## src/rdfp_defines.vh

```
// Shared constants for the radio data FIFO pair: offsets, fields and reset values.
`ifndef RDFP_DEFINES_VH
`define RDFP_DEFINES_VH

// ----------------------------------------------------------------------------
// FIFO geometry
// ----------------------------------------------------------------------------
`define RDFP_DATA_W 8
`define RDFP_DEPTH 64
`define RDFP_PTR_W 6
`define RDFP_CNT_W 7

// ----------------------------------------------------------------------------
// APB register byte offsets
// ----------------------------------------------------------------------------
`define RDFP_OFS_THR_CFG 8'h00
`define RDFP_OFS_RX_COUNT 8'h04
`define RDFP_OFS_TX_COUNT 8'h08
`define RDFP_OFS_INT_STATUS 8'h0C
`define RDFP_OFS_INT_MASK 8'h10
`define RDFP_OFS_GPO_CFG 8'h14
`define RDFP_OFS_FLUSH 8'h18

// ----------------------------------------------------------------------------
// Register fields and reset values
// ----------------------------------------------------------------------------
`define RDFP_THR_W 4
`define RDFP_THR_RESET 4'h7
`define RDFP_MASK_RESET 5'h00
`define RDFP_GPO_RESET 4'h4
`define RDFP_INT_W 5
`define RDFP_INT_RX_OVF 0
`define RDFP_INT_TX_UNF 1
`define RDFP_INT_RX_THR 2
`define RDFP_INT_TX_THR 3
`define RDFP_INT_TX_OVF 4
`define RDFP_ERR_BIT 7
`define RDFP_FLUSH_RX 0
`define RDFP_FLUSH_TX 1

// ----------------------------------------------------------------------------
// Threshold encodings
// ----------------------------------------------------------------------------
`define RDFP_RX_THR_STEP 7'h04
`define RDFP_TX_THR_BASE 7'h3D

// ----------------------------------------------------------------------------
// Output pin selections
// ----------------------------------------------------------------------------
`define RDFP_GPO_RX_THR 2'h0
`define RDFP_GPO_TX_THR 2'h1
`define RDFP_GPO_LOW 2'h2
`define RDFP_GPO_HIGH 2'h3

// ----------------------------------------------------------------------------
// Serial access
// ----------------------------------------------------------------------------
`define RDFP_SPI_FIFO_ADDR 6'h3F
`define RDFP_STATUS_TOP 4'h0

`endif

```

## src/rdfp_fifo.v

```verilog
// One 64 x 8 byte FIFO with pointer-derived fill count and error pulses.
`timescale 1ns/1ps
`default_nettype none

`include "rdfp_defines.vh"

module rdfp_fifo (
   // Clock and reset.
   input wire pclk,
   input wire presetn,
   // Control.
   input wire flush,
   input wire dup_quirk,
   // Fill side.
   input wire push,
   input wire [`RDFP_DATA_W-1:0] push_data,
   // Drain side.
   input wire pop,
   output wire [`RDFP_DATA_W-1:0] head_data,
   // State.
   output wire [`RDFP_CNT_W-1:0] count,
   output wire full,
   output wire empty,
   output wire overflow,
   output wire underflow
);

   reg [`RDFP_DATA_W-1:0] mem [0:`RDFP_DEPTH-1];
   reg [`RDFP_CNT_W-1:0] wr_ptr;
   reg [`RDFP_CNT_W-1:0] rd_ptr;
   wire do_push;
   wire do_pop;
   wire stuck;

   assign count = wr_ptr - rd_ptr;
   assign full = (count == `RDFP_DEPTH);
   assign empty = (count == {`RDFP_CNT_W{1'b0}});
   assign do_push = push & ~full;
   assign do_pop = pop & ~empty;
   assign overflow = push & full;
   assign underflow = pop & empty;
   assign head_data = mem[rd_ptr[`RDFP_PTR_W-1:0]];
   // A write meeting the read of the last byte leaves the read pointer behind.
   assign stuck = dup_quirk & do_push & do_pop & (count == 7'h01); // [RQ8]

   always @(posedge pclk) begin
      if (do_push) begin
         mem[wr_ptr[`RDFP_PTR_W-1:0]] <= push_data;
      end
   end

   always @(posedge pclk or negedge presetn) begin
      if (!presetn) begin
         wr_ptr <= 7'h00;
         rd_ptr <= 7'h00;
      end else if (flush) begin
         wr_ptr <= 7'h00;
         rd_ptr <= 7'h00;
      end else begin
         if (do_push) begin
            wr_ptr <= wr_ptr + 7'h01;
         end
         if (do_pop && !stuck) begin
            rd_ptr <= rd_ptr + 7'h01;
         end
      end
   end

endmodule // rdfp_fifo

`default_nettype wire

```

## src/rdfp_top.v

```verilog
// Radio data FIFO pair: serial host access, radio side ports, APB status and control.
//
// What this block does
// [RQ1] Two separate 64-byte FIFOs, receive and transmit.
// [RQ2] Serial writes fill transmit, serial reads drain receive.
// [RQ3] Flag receive overflow and transmit underflow.
// [RQ4] Host never overfills the transmit FIFO.
// [RQ5] Host never reads an empty receive FIFO.
// [RQ6] Header status byte carries fill of accessed FIFO.
// [RQ7] Readable byte counts for both FIFOs.
// [RQ8] Write during last-byte read duplicates that byte.
// [RQ9] Host keeps receive FIFO nonempty until packet end.
// [RQ10] Short packets: read once fully received.
// [RQ11] Long packets: poll count twice, read n-1.
// [RQ12] Four-bit field selects sixteen shared thresholds.
// [RQ13] Receive 4(v+1), transmit 61-4v bytes.
// [RQ14] Threshold asserts at count >= level, drives pins.
// [RQ15] Sleep entry empties both FIFOs.
// [RQ16] Threshold deasserts below level.
//
// The register offsets and register access over APB were chosen for this implementation.
`timescale 1ns/1ps
`default_nettype none

`include "rdfp_defines.vh"

module rdfp_top (
   // Clock and reset.
   input wire pclk,
   input wire presetn,
   // APB slave.
   input wire psel,
   input wire penable,
   input wire pwrite,
   input wire [7:0] paddr,
   input wire [31:0] pwdata,
   output reg [31:0] prdata,
   output wire pready,
   output wire pslverr,
   // Serial host pins.
   input wire spi_csn,
   input wire spi_sclk,
   input wire spi_mosi,
   output reg spi_miso,
   output wire spi_miso_oe,
   // Radio side, same clock.
   input wire rx_byte_valid,
   input wire [7:0] rx_byte,
   input wire tx_byte_req,
   output wire [7:0] tx_byte,
   output wire tx_empty,
   input wire sleep_enter,
   // Outputs.
   output reg [1:0] general_output_pin,
   output wire irq
);

   // -------------------------------------------------------------------------
   // Pin synchronisers
   // -------------------------------------------------------------------------
   reg [2:0] sync_a;
   reg [2:0] sync_b;
   reg sclk_d;
   reg csn_d;
   wire csn_s;
   wire sclk_s;
   wire mosi_s;
   wire sclk_rise;
   wire sclk_fall;
   wire csn_fall;

   assign csn_s = sync_b[0];
   assign sclk_s = sync_b[1];
   assign mosi_s = sync_b[2];
   assign sclk_rise = sclk_s & ~sclk_d & ~csn_s;
   assign sclk_fall = ~sclk_s & sclk_d & ~csn_s;
   assign csn_fall = ~csn_s & csn_d;

   always @(posedge pclk or negedge presetn) begin
      if (!presetn) begin
         sync_a <= 3'h1;
         sync_b <= 3'h1;
         sclk_d <= 1'b0;
         csn_d <= 1'b1;
      end else begin
         sync_a <= {spi_mosi, spi_sclk, spi_csn};
         sync_b <= sync_a;
         sclk_d <= sclk_s;
         csn_d <= csn_s;
      end
   end

   // -------------------------------------------------------------------------
   // FIFOs
   // -------------------------------------------------------------------------
   wire rx_pop;
   wire tx_push;
   wire [7:0] rx_head;
   wire [6:0] rx_count;
   wire [6:0] tx_count;
   wire rx_empty;
   wire rx_ovf;
   wire tx_unf;
   wire tx_ovf;
   reg [7:0] shift_in;
   reg flush_rx;
   reg flush_tx;

   // [RQ1]
   rdfp_fifo u_rx_fifo (
      .pclk(pclk),
      .presetn(presetn),
      .flush(flush_rx),
      .dup_quirk(1'b1),
      .push(rx_byte_valid),
      .push_data(rx_byte),
      .pop(rx_pop),
      .head_data(rx_head),
      .count(rx_count),
      .full(),
      .empty(rx_empty),
      .overflow(rx_ovf),
      .underflow()
   );

   rdfp_fifo u_tx_fifo (
      .pclk(pclk),
      .presetn(presetn),
      .flush(flush_tx),
      .dup_quirk(1'b0),
      .push(tx_push),
      .push_data({shift_in[6:0], mosi_s}),
      .pop(tx_byte_req),
      .head_data(tx_byte),
      .count(tx_count),
      .full(),
      .empty(tx_empty),
      .overflow(tx_ovf),
      .underflow(tx_unf)
   );

   // -------------------------------------------------------------------------
   // Serial access engine
   // -------------------------------------------------------------------------
   reg [2:0] bit_cnt;
   reg in_header;
   reg is_read;
   reg fifo_sel;
   reg boundary;
   reg [7:0] out_byte;
   wire byte_done;
   wire [7:0] byte_now;
   wire [3:0] rx_nib;
   wire [3:0] tx_nib;

   assign byte_done = sclk_rise & (bit_cnt == 3'h7);
   assign byte_now = {shift_in[6:0], mosi_s};
   assign spi_miso_oe = ~csn_s;
   // The status nibble saturates since only four bits are available for a 0..64 count.
   assign rx_nib = (rx_count > 7'h0F) ? 4'hF : rx_count[3:0];
   assign tx_nib = (tx_count > 7'h0F) ? 4'hF : tx_count[3:0];
   // Data bytes only move for the FIFO address; other addresses live behind APB.
   assign tx_push = byte_done & ~in_header & ~is_read & fifo_sel; // [RQ2]
   assign rx_pop = byte_done & ~in_header & is_read & fifo_sel; // [RQ2]

   always @(posedge pclk or negedge presetn) begin
      if (!presetn) begin
         bit_cnt <= 3'h0;
         in_header <= 1'b1;
         is_read <= 1'b0;
         fifo_sel <= 1'b0;
         boundary <= 1'b0;
         shift_in <= 8'h00;
         out_byte <= 8'h00;
         spi_miso <= 1'b0;
      end else if (csn_s) begin
         bit_cnt <= 3'h0;
         in_header <= 1'b1;
         boundary <= 1'b0;
      end else begin
         if (csn_fall) begin
            spi_miso <= 1'b0;
         end
         if (sclk_rise) begin
            bit_cnt <= bit_cnt + 3'h1;
            shift_in <= byte_now;
            if (in_header && bit_cnt == 3'h0) begin
               // The direction bit is first in, so the fill nibble can follow it.
               out_byte <= {`RDFP_STATUS_TOP, mosi_s ? rx_nib : tx_nib}; // [RQ6]
            end
         end
         if (byte_done) begin
            boundary <= 1'b1;
            if (in_header) begin
               in_header <= 1'b0;
               is_read <= byte_now[7];
               fifo_sel <= (byte_now[5:0] == `RDFP_SPI_FIFO_ADDR);
            end
         end
         if (sclk_fall) begin
            if (boundary) begin
               // Peek at the head here; the pop waits until the byte is fully out.
               boundary <= 1'b0;
               out_byte <= (is_read && fifo_sel) ? rx_head : 8'h00;
               spi_miso <= (is_read && fifo_sel) ? rx_head[7] : 1'b0;
            end else begin
               spi_miso <= out_byte[3'h7 - bit_cnt];
            end
         end
      end
   end

   // -------------------------------------------------------------------------
   // Thresholds and output pins
   // -------------------------------------------------------------------------
   reg [3:0] fifo_threshold_select;
   reg [3:0] gpo_cfg;
   reg rx_thr_hit;
   reg tx_thr_hit;
   wire [6:0] rx_level;
   wire [6:0] tx_level;
   wire next_rx_thr;
   wire next_tx_thr;

   assign rx_level = {1'b0, fifo_threshold_select, 2'b00} + `RDFP_RX_THR_STEP; // [RQ13]
   assign tx_level = `RDFP_TX_THR_BASE - {1'b0, fifo_threshold_select, 2'b00}; // [RQ13]
   assign next_rx_thr = (rx_count >= rx_level); // [RQ14] [RQ16]
   assign next_tx_thr = (tx_count >= tx_level); // [RQ14] [RQ16]

   function sel_pin;
      input [1:0] cfg;
      input rx_hit;
      input tx_hit;
      begin
         case (cfg)
            `RDFP_GPO_RX_THR: sel_pin = rx_hit;
            `RDFP_GPO_TX_THR: sel_pin = tx_hit;
            `RDFP_GPO_HIGH: sel_pin = 1'b1;
            default: sel_pin = 1'b0;
         endcase
      end
   endfunction

   always @(posedge pclk or negedge presetn) begin
      if (!presetn) begin
         rx_thr_hit <= 1'b0;
         tx_thr_hit <= 1'b0;
         general_output_pin <= 2'h0;
      end else begin
         rx_thr_hit <= next_rx_thr;
         tx_thr_hit <= next_tx_thr;
         general_output_pin[0] <= sel_pin(gpo_cfg[1:0], next_rx_thr, next_tx_thr); // [RQ14]
         general_output_pin[1] <= sel_pin(gpo_cfg[3:2], next_rx_thr, next_tx_thr); // [RQ14]
      end
   end

   // -------------------------------------------------------------------------
   // Error flags, flush and interrupts
   // -------------------------------------------------------------------------
   reg rx_err;
   reg tx_err;
   reg [4:0] int_status;
   reg [4:0] int_mask;
   wire [4:0] int_event;
   wire apb_wr;
   wire apb_rd_done;
   wire flush_wr;

   assign apb_wr = psel & penable & pwrite;
   assign apb_rd_done = psel & penable & ~pwrite;
   assign flush_wr = apb_wr & (paddr == `RDFP_OFS_FLUSH);
   assign int_event = {tx_ovf, next_tx_thr & ~tx_thr_hit, next_rx_thr & ~rx_thr_hit,
      tx_unf, rx_ovf}; // [RQ3]
   assign irq = |(int_status & int_mask);

   always @(posedge pclk or negedge presetn) begin
      if (!presetn) begin
         flush_rx <= 1'b0;
         flush_tx <= 1'b0;
      end else begin
         // Sleep drops both FIFOs, as the memory is unpowered there.
         flush_rx <= sleep_enter | (flush_wr & pwdata[`RDFP_FLUSH_RX]); // [RQ15]
         flush_tx <= sleep_enter | (flush_wr & pwdata[`RDFP_FLUSH_TX]); // [RQ15]
      end
   end

   always @(posedge pclk or negedge presetn) begin
      if (!presetn) begin
         rx_err <= 1'b0;
         tx_err <= 1'b0;
      end else begin
         // The error bits stick until the FIFO is flushed, since its content is suspect.
         if (rx_ovf) begin
            rx_err <= 1'b1; // [RQ3]
         end else if (flush_rx) begin
            rx_err <= 1'b0;
         end
         if (tx_unf) begin
            tx_err <= 1'b1; // [RQ3]
         end else if (flush_tx) begin
            tx_err <= 1'b0;
         end
      end
   end

   always @(posedge pclk or negedge presetn) begin
      if (!presetn) begin
         int_status <= 5'h00;
      end else if (apb_rd_done && paddr == `RDFP_OFS_INT_STATUS) begin
         int_status <= int_event;
      end else begin
         int_status <= int_status | int_event;
      end
   end

   // -------------------------------------------------------------------------
   // APB registers
   // -------------------------------------------------------------------------
   reg mapped;

   assign pready = 1'b1;
   assign pslverr = psel & penable & ~mapped;

   always @* begin
      case (paddr)
         `RDFP_OFS_THR_CFG,
         `RDFP_OFS_RX_COUNT,
         `RDFP_OFS_TX_COUNT,
         `RDFP_OFS_INT_STATUS,
         `RDFP_OFS_INT_MASK,
         `RDFP_OFS_GPO_CFG,
         `RDFP_OFS_FLUSH: mapped = 1'b1;
         default: mapped = 1'b0;
      endcase
   end

   always @(posedge pclk or negedge presetn) begin
      if (!presetn) begin
         fifo_threshold_select <= `RDFP_THR_RESET;
         int_mask <= `RDFP_MASK_RESET;
         gpo_cfg <= `RDFP_GPO_RESET;
      end else if (apb_wr) begin
         case (paddr)
            `RDFP_OFS_THR_CFG: fifo_threshold_select <= pwdata[3:0]; // [RQ12]
            `RDFP_OFS_INT_MASK: int_mask <= pwdata[4:0];
            `RDFP_OFS_GPO_CFG: gpo_cfg <= pwdata[3:0];
            default: gpo_cfg <= gpo_cfg;
         endcase
      end
   end

   // Read data is captured in the setup cycle so the one-cycle access can return it.
   always @(posedge pclk or negedge presetn) begin
      if (!presetn) begin
         prdata <= 32'h00000000;
      end else if (psel && !penable && !pwrite) begin
         case (paddr)
            `RDFP_OFS_THR_CFG: prdata <= {28'h0000000, fifo_threshold_select};
            `RDFP_OFS_RX_COUNT: prdata <= {24'h000000, rx_err, rx_count}; // [RQ7]
            `RDFP_OFS_TX_COUNT: prdata <= {24'h000000, tx_err, tx_count}; // [RQ7]
            `RDFP_OFS_INT_STATUS: prdata <= {27'h0000000, int_status | int_event};
            `RDFP_OFS_INT_MASK: prdata <= {27'h0000000, int_mask};
            `RDFP_OFS_GPO_CFG: prdata <= {28'h0000000, gpo_cfg};
            default: prdata <= 32'h00000000;
         endcase
      end
   end

endmodule // rdfp_top

`default_nettype wire

```

## config.mk

```make
export PLATFORM = sky130hd
export DESIGN_NAME = rdfp_top
export DESIGN_NICKNAME = d
export VERILOG_FILES = /design/src/rdfp_fifo.v /design/src/rdfp_top.v
export VERILOG_INCLUDE_DIRS = /design/src /design/src/src
export SDC_FILE = /design/constraint.sdc
export NUM_CORES = 1
export LEC_CHECK = 0
export BUFFER_PORTS_ARGS = -buffer_cell sky130_fd_sc_hd__buf_2
export CAP_MARGIN = 40
export CORE_MARGIN = 2
export CORE_UTILIZATION = 40
export CTS_CLUSTER_DIAMETER = 120
export DETAILED_ROUTE_END_ITERATION = 12
export PLACE_DENSITY = 0.67
export SLEW_MARGIN = 40
export SYNTH_ARGS = -nofsm -noshare
export SYNTH_HDL_FRONTEND = slang
export SYNTH_HIERARCHICAL = 1
export SYNTH_SLANG_ARGS = --single-unit
```

## constraint.sdc

```tcl
create_clock -name pclk -period 3.9 [get_ports pclk]
set_input_delay 0.78 -clock pclk [delete_from_list [all_inputs] [get_ports pclk]]
set_output_delay 0.78 -clock pclk [all_outputs]
set_load 0.02 [all_outputs]
```

==> flow_metrics.env, run 1 <==
export IMPL_die_x_um=340
export IMPL_drtIter0Drc=2298
export IMPL_postRouteAntennaNets=0
export IMPL_fin_nets=2534
export IMPL_r2r_slack_ns=0.10
export IMPL_h_tree_depth=3
export IMPL_cp_slowest_cell="dfrtp_4"
export IMPL_drive_above_1_share=0.340
export IMPL_crit_path_max_incr_delay_ns=0.50
export IMPL_worst_pin_slew_ns=0.917
export IMPL_highest_layer="met4"
export IMPL_grt_pass1_wl_um=150000
export IMPL_stdcell_count=4032
export IMPL_outcome="finished, violations left"
export IMPL_worstSetupStartpoint="u_tx_fifo/rd_ptr[0]$_DFFE_PN0P_"
export IMPL_rows=123
export IMPL_antenna_found_initial=1
export IMPL_dpl_hpwl_um=60200
export IMPL_initial_core_util=0.403
export IMPL_max_slew_margin=0.388
export IMPL_crit_buf_inv=5
export IMPL_rsz0062_at_grt="true"
export IMPL_m1WireLength_um=41000
export IMPL_crit_path_end="tx_byte[2]"
export IMPL_min_period_ns=3.99
export IMPL_dieHeight_um=340
export IMPL_cp_required_ns=3.12
export IMPL_die_area_um2=116000
export IMPL_core_area_um2=112000
export IMPL_dp_cells=3777
export IMPL_crit_fanout=13
export IMPL_grt_pass1_vias=22730
export IMPL_first_pass_iters=5
export IMPL_clk_latency_ns=0.68
export IMPL_cap_viol_max_count=0
export IMPL_num_vias=22333
export IMPL_total_power_w=0.0275
export IMPL_drv_slew=0
export IMPL_cp_start_kind="register"
export IMPL_critical_path_depth=9
export IMPL_setup_violations=8
export IMPL_overflow=0
export IMPL_gr_usage_all_layers=0.173
export IMPL_ff_latch_area_um2=33100
export IMPL_max_freq_ghz=0.251
export IMPL_r2r_cells=19
export IMPL_yosys_warnings=6
export IMPL_cts_sink_count=1117
export IMPL_root_buffer="clkbuf_16"
export IMPL_wl_met3_um=6060
export IMPL_cp_cell_sequence="buf_12 -> buf_12 -> buf_16 -> buf_4 -> mux4_2 -> mux4_2 -> a22oi_2 -> nand2_1 -> buf_2"
export IMPL_wire_per_inst_um=25.0
export IMPL_drc=0
export IMPL_cts_tree="done"
export IMPL_mostFrequentLayoutCell="edfxtp_1"
export IMPL_multi_input_area_um2=11700
export IMPL_syn_area_per_cell_um2=20.3
export IMPL_critPathKind="reg -> out"
export IMPL_worstPathArrival_ns=3.21
export IMPL_critPathCaptureType="output port"
export IMPL_grt_start_max_net_pins=133
export IMPL_hp_class="in -> async"
export IMPL_via_per_inst=5.54
export IMPL_leakage_nw=16.9
export IMPL_powerDensity_nw_per_um2=525
export IMPL_violations="setup timing"
export IMPL_port_buffer_count=54
export IMPL_r2r_start="u_tx_fifo/rd_ptr[0]$_DFFE_PN0P_"
export IMPL_pin_count=107
export IMPL_layout_common_cells="edfxtp_1, mux4_2, nor2_1"
export IMPL_wl_met2_um=51800
export IMPL_syn_area_um2=45200
export IMPL_insertedDiodeCount=0
export IMPL_wl_um=101000
export IMPL_reg2reg_to="u_tx_fifo/rd_ptr[6]$_DFFE_PN0P_"
export IMPL_setup_slack_ns=-0.0885
export IMPL_skew_ns=0.0254
export IMPL_cts_hold_buf=0
export IMPL_dp_slack_ns=-0.0791
export IMPL_fin_crit_sh=1.02
export IMPL_postSynthCellCount=2230
export IMPL_ir_drop_mv=0.385
export IMPL_clockBufferDepth=3
export IMPL_cts_buffers=106
export IMPL_crit_family="multiplexers"
export IMPL_clk_pin_slew_ns=0.06
export IMPL_hold_viol=0
export IMPL_utilization=0.467
export IMPL_area_growth_pct=15.9
export IMPL_place_gp_congestion=0.807
export IMPL_nFillCells=9225
-- sequential cells by signal, summed over array words and instances, names as in the netlist, 4 cells and up --
| name | cells |
|---|---|
| fifo_threshold_select | 4 |
| int_status | 5 |
| u_rx_fifo/rd_ptr | 7 |
| int_mask | 5 |
| shift_in | 7 |
| out_byte | 8 |
| u_rx_fifo/mem | 512 |
| gpo_cfg | 4 |
| u_tx_fifo/wr_ptr | 7 |
| u_tx_fifo/mem | 512 |
| u_rx_fifo/wr_ptr | 7 |
| prdata | 8 |
| u_tx_fifo/rd_ptr | 7 |
-- final cells by class --
class | count | area share
Clock buffer | 126 | 0.0532
Clock inverter | 70 | 0.0127
Inverter | 38 | 0.00272
Timing Repair Buffer | 221 | 0.0404
Tap cell | 1500 | 0.0358
Sequential cell | 1117 | 0.632
Multi-Input combinational cell | 960 | 0.223
-- metrics by stage --
| step | TNS (ns) | area, µm² | hold WS (ns) |
|---|---|---|---|
| after floorplan | -2.60 | 45400 | 0.331 |
| after global placement | 0 | 47800 | 0.342 |
| after detailed placement | -3.51 | 47800 | 0.336 |
| after CTS | -0.796 | 51800 | 0.138 |
| after global routing | -1.03 | 52400 | 0.195 |
| final | -0.438 | 52400 | 0.121 |
-- power by group --
group	switching (W)	leakage, nW	internal, W
Sequential	0.000621	10.4	0.0138
Clock	0.00433	1.68	0.00590
Combinational	0.00144	4.76	0.00146
-- what timing repair did --
action	4_1_cts	5_1_grt
endpoints found under the setup margin	73	190
cloned	8	5
setup buffers	20	25
pin swaps	8	15
resized for setup	40	48
-- how the worst min path moves through the flow --
| stage | from | endpoint | slack, ns |
|---|---|---|---|
| floorplan | sync_a[1]$_DFF_PN0_ | sync_b[1]$_DFF_PN0_ | 0.33 |
| global placement | sync_a[2]$_DFF_PN0_ | sync_b[2]$_DFF_PN0_ | 0.34 |
| detailed placement | sync_a[1]$_DFF_PN0_ | sync_b[1]$_DFF_PN0_ | 0.34 |
| CTS | presetn | int_mask[3]$_DFFE_PN0P_ | 0.14 |
| global route | presetn | fifo_threshold_select[3]$_DFFE_PN0P_ | 0.19 |
| finish | presetn | int_mask[3]$_DFFE_PN0P_ | 0.12 |
-- per-layer routing --
metal	track usage	vias to the layer above
li1	-	9555
met2	0.294	748
met3	0.0250	145
met5	0	-
met4	0.0420	0
met1	0.235	11885
Note: power is estimated with default switching activity, not from simulation.
==> run 2: changes to the inputs <==
--- a/config.mk
+++ b/config.mk
@@ -13,8 +13,10 @@
 export CTS_CLUSTER_DIAMETER = 120
 export DETAILED_ROUTE_END_ITERATION = 12
 export PLACE_DENSITY = 0.67
+export SETUP_SLACK_MARGIN = 0.4
 export SLEW_MARGIN = 40
 export SYNTH_ARGS = -nofsm -noshare
 export SYNTH_HDL_FRONTEND = slang
 export SYNTH_HIERARCHICAL = 1
 export SYNTH_SLANG_ARGS = --single-unit
+export TNS_END_PERCENT = 50
==> run 2 against run 1 <==
  * The run still ends with setup timing left
  * Fmax is 1.7% lower
  * Setup slack worse by 0.069 ns
  * Total power is 0.53% lower
  * Final cell count is 0.35% lower
  * Utilization is 0.75 points higher
  * Register-to-register slack better by 0.33 ns
  * Wire length is 2.1% higher
  * Non-clock buffer count is 17 lower
  * Die area stayed put
  * Worst hold slack better by 0.15 ns
  * Via count is 0.44% higher
  * Combinational power is 2% higher
  * Critical path type unchanged
  * Critical endpoint is now tx_byte[3]
  * Largest cell class unchanged
  * Highest routed layer unchanged
==> flow_metrics.env, run 2 (synthesis results as in run 1) <==
export IMPL_postRouteAntennaNets=0
export IMPL_dieHeight_um=340
export IMPL_gr_usage_all_layers=0.177
export IMPL_core_area_um2=112000
export IMPL_setup_slack_ns=-0.157
export IMPL_clockBufferDepth=3
export IMPL_total_power_w=0.0274
export IMPL_nFillCells=9145
export IMPL_ff_latch_area_um2=33100
export IMPL_crit_buf_inv=5
export IMPL_initial_core_util=0.403
export IMPL_cp_cell_sequence="buf_12 -> buf_12 -> buf_16 -> buf_12 -> mux4_2 -> mux4_2 -> a22oi_2 -> nand2_2 -> buf_6"
export IMPL_num_vias=22431
export IMPL_drc=0
export IMPL_wire_per_inst_um=25.7
export IMPL_dpl_hpwl_um=62000
export IMPL_critPathCaptureType="output port"
export IMPL_area_growth_pct=17.8
export IMPL_wl_um=103000
export IMPL_fin_nets=2518
export IMPL_cts_sink_count=1117
export IMPL_ir_drop_mv=0.392
export IMPL_cap_viol_max_count=0
export IMPL_cp_start_kind="register"
export IMPL_layout_common_cells="edfxtp_1, mux4_2, clkbuf_16"
export IMPL_violations="setup timing"
export IMPL_worstPathArrival_ns=3.28
export IMPL_r2r_slack_ns=0.43
export IMPL_hp_class="in -> reg"
export IMPL_powerDensity_nw_per_um2=513
export IMPL_cp_common_cell="buf_12"
export IMPL_crit_path_max_incr_delay_ns=0.55
export IMPL_die_area_um2=116000
export IMPL_grt_pass1_wl_um=153000
export IMPL_h_tree_depth=3
export IMPL_worst_pin_slew_ns=0.857
export IMPL_cts_tree="done"
export IMPL_grt_start_max_net_pins=133
export IMPL_crit_fanout=7
export IMPL_root_buffer="clkbuf_16"
export IMPL_crit_family="multiplexers"
export IMPL_cp_slowest_cell="mux4_2"
export IMPL_max_slew_margin=0.426
export IMPL_multi_input_area_um2=12200
export IMPL_die_x_um=340
export IMPL_skew_ns=0.0221
export IMPL_first_pass_iters=5
export IMPL_place_gp_congestion=0.804
export IMPL_critPathKind="reg -> out"
export IMPL_hold_viol=0
export IMPL_max_freq_ghz=0.246
export IMPL_antenna_found_initial=2
export IMPL_pin_count=107
export IMPL_drtIter0Drc=2271
export IMPL_rsz0062_at_grt="true"
export IMPL_overflow=0
export IMPL_tns_ns=-0.632
export IMPL_utilization=0.474
export IMPL_drv_slew=0
export IMPL_rows=123
export IMPL_cts_buffers=107
export IMPL_via_per_inst=5.58
export IMPL_min_period_ns=4.06
export IMPL_drive_above_1_share=0.366
export IMPL_whs_ns=0.273
export IMPL_grt_pass1_vias=23140
export IMPL_placed_area_um2=48000
export IMPL_setup_violations=8
export IMPL_cp_required_ns=3.12
export IMPL_clk_latency_ns=0.69
export IMPL_mostFrequentLayoutCell="edfxtp_1"
export IMPL_fin_area_um2=53300
export IMPL_leakage_nw=16.9
export IMPL_clk_pin_slew_ns=0.06
export IMPL_outcome="finished, violations left"
export IMPL_fin_crit_sh=1.04
export IMPL_port_buffer_count=54
## run 2: cell count changes in the layout (fill, tap and decap cells not counted), moves of 5 or more
cell,delta
nor2_4,+63
buf_6,+7
clkinv_2,+6
buf_12,+31
nor2_2,-16
buf_4,-54
clkinvlp_4,+6
nor2_1,-47
clkbuf_1,-5
## run 2: path summary, 6_finish.rpt
| check | startpoint | endpoint | cells past startpoint |
|---|---|---|---|
| max in group asynchronous | presetn | u_tx_fifo/rd_ptr[1]$_DFFE_PN0P_ | 3 |
| worst min register to register | sync_a[0]$_DFF_PN1_ | sync_b[0]$_DFF_PN1_ | 0 |
| worst max register to register | u_tx_fifo/rd_ptr[0]$_DFFE_PN0P_ | u_tx_fifo/mem[28][4]$_DFFE_PP_ | 13 |
| worst max-delay path | u_tx_fifo/rd_ptr[0]$_DFFE_PN0P_ | tx_byte[3] | 9 |
| worst min-delay path | spi_csn | sync_a[0]$_DFF_PN1_ | 1 |
| min in group asynchronous | presetn | u_rx_fifo/wr_ptr[5]$_DFFE_PN0P_ | 2 |
## run 2: power breakdown
part           internal [W]  leakage, nW  switching (W)
Sequential           0.0137         10.4       0.000484
Clock               0.00574         1.67        0.00442
Combinational       0.00143         4.85        0.00153
## run 2: through the flow
step / worst slack (ns) / instances
after detailed placement: -0.182 / 3743
after global placement: -0.0769 / 3743
after floorplan: 0.385 / 2255
after CTS: -0.136 / 3989
final: -0.157 / 4018
after global routing: -0.198 / 4017
## run 2: timing repair
action,4_1_cts,5_1_grt
pin swaps,37,47
endpoints found under the hold margin,1,0
hold buffers,1,0
endpoints found under the setup margin,872,754
gates resized for setup,106,50
cloned,11,0
buffers inserted,36,26
## run 2: worst register-to-register path, delay by kind of cell (launching register included)
family / cells / cell delay [ns]
AO/OA/AOI/OAI: 4 / 0.72
adder cells (fa/ha/maj): 2 / 0.51
AND/OR/NAND/NOR: 2 / 0.76
flip-flops: 1 / 0.47
XOR/XNOR: 1 / 0.20
buffers and inverters: 4 / 0.48
## run 2: routing by layer
layer,track usage,wire length [µm]
met4,0.0575,2970
met5,0,0
met2,0.300,52900
met3,0.0303,6120
met1,0.233,41100
## run 2: area by class of cell
cell class,count,area share
well taps,1500,0.0352
flip-flops and latches,1117,0.622
multi-input cells,960,0.229
clock inverters,76,0.0120
diodes,1,0.0000470
inverters,38,0.00282
repair buffers,204,0.0462
clock buffers,122,0.0525
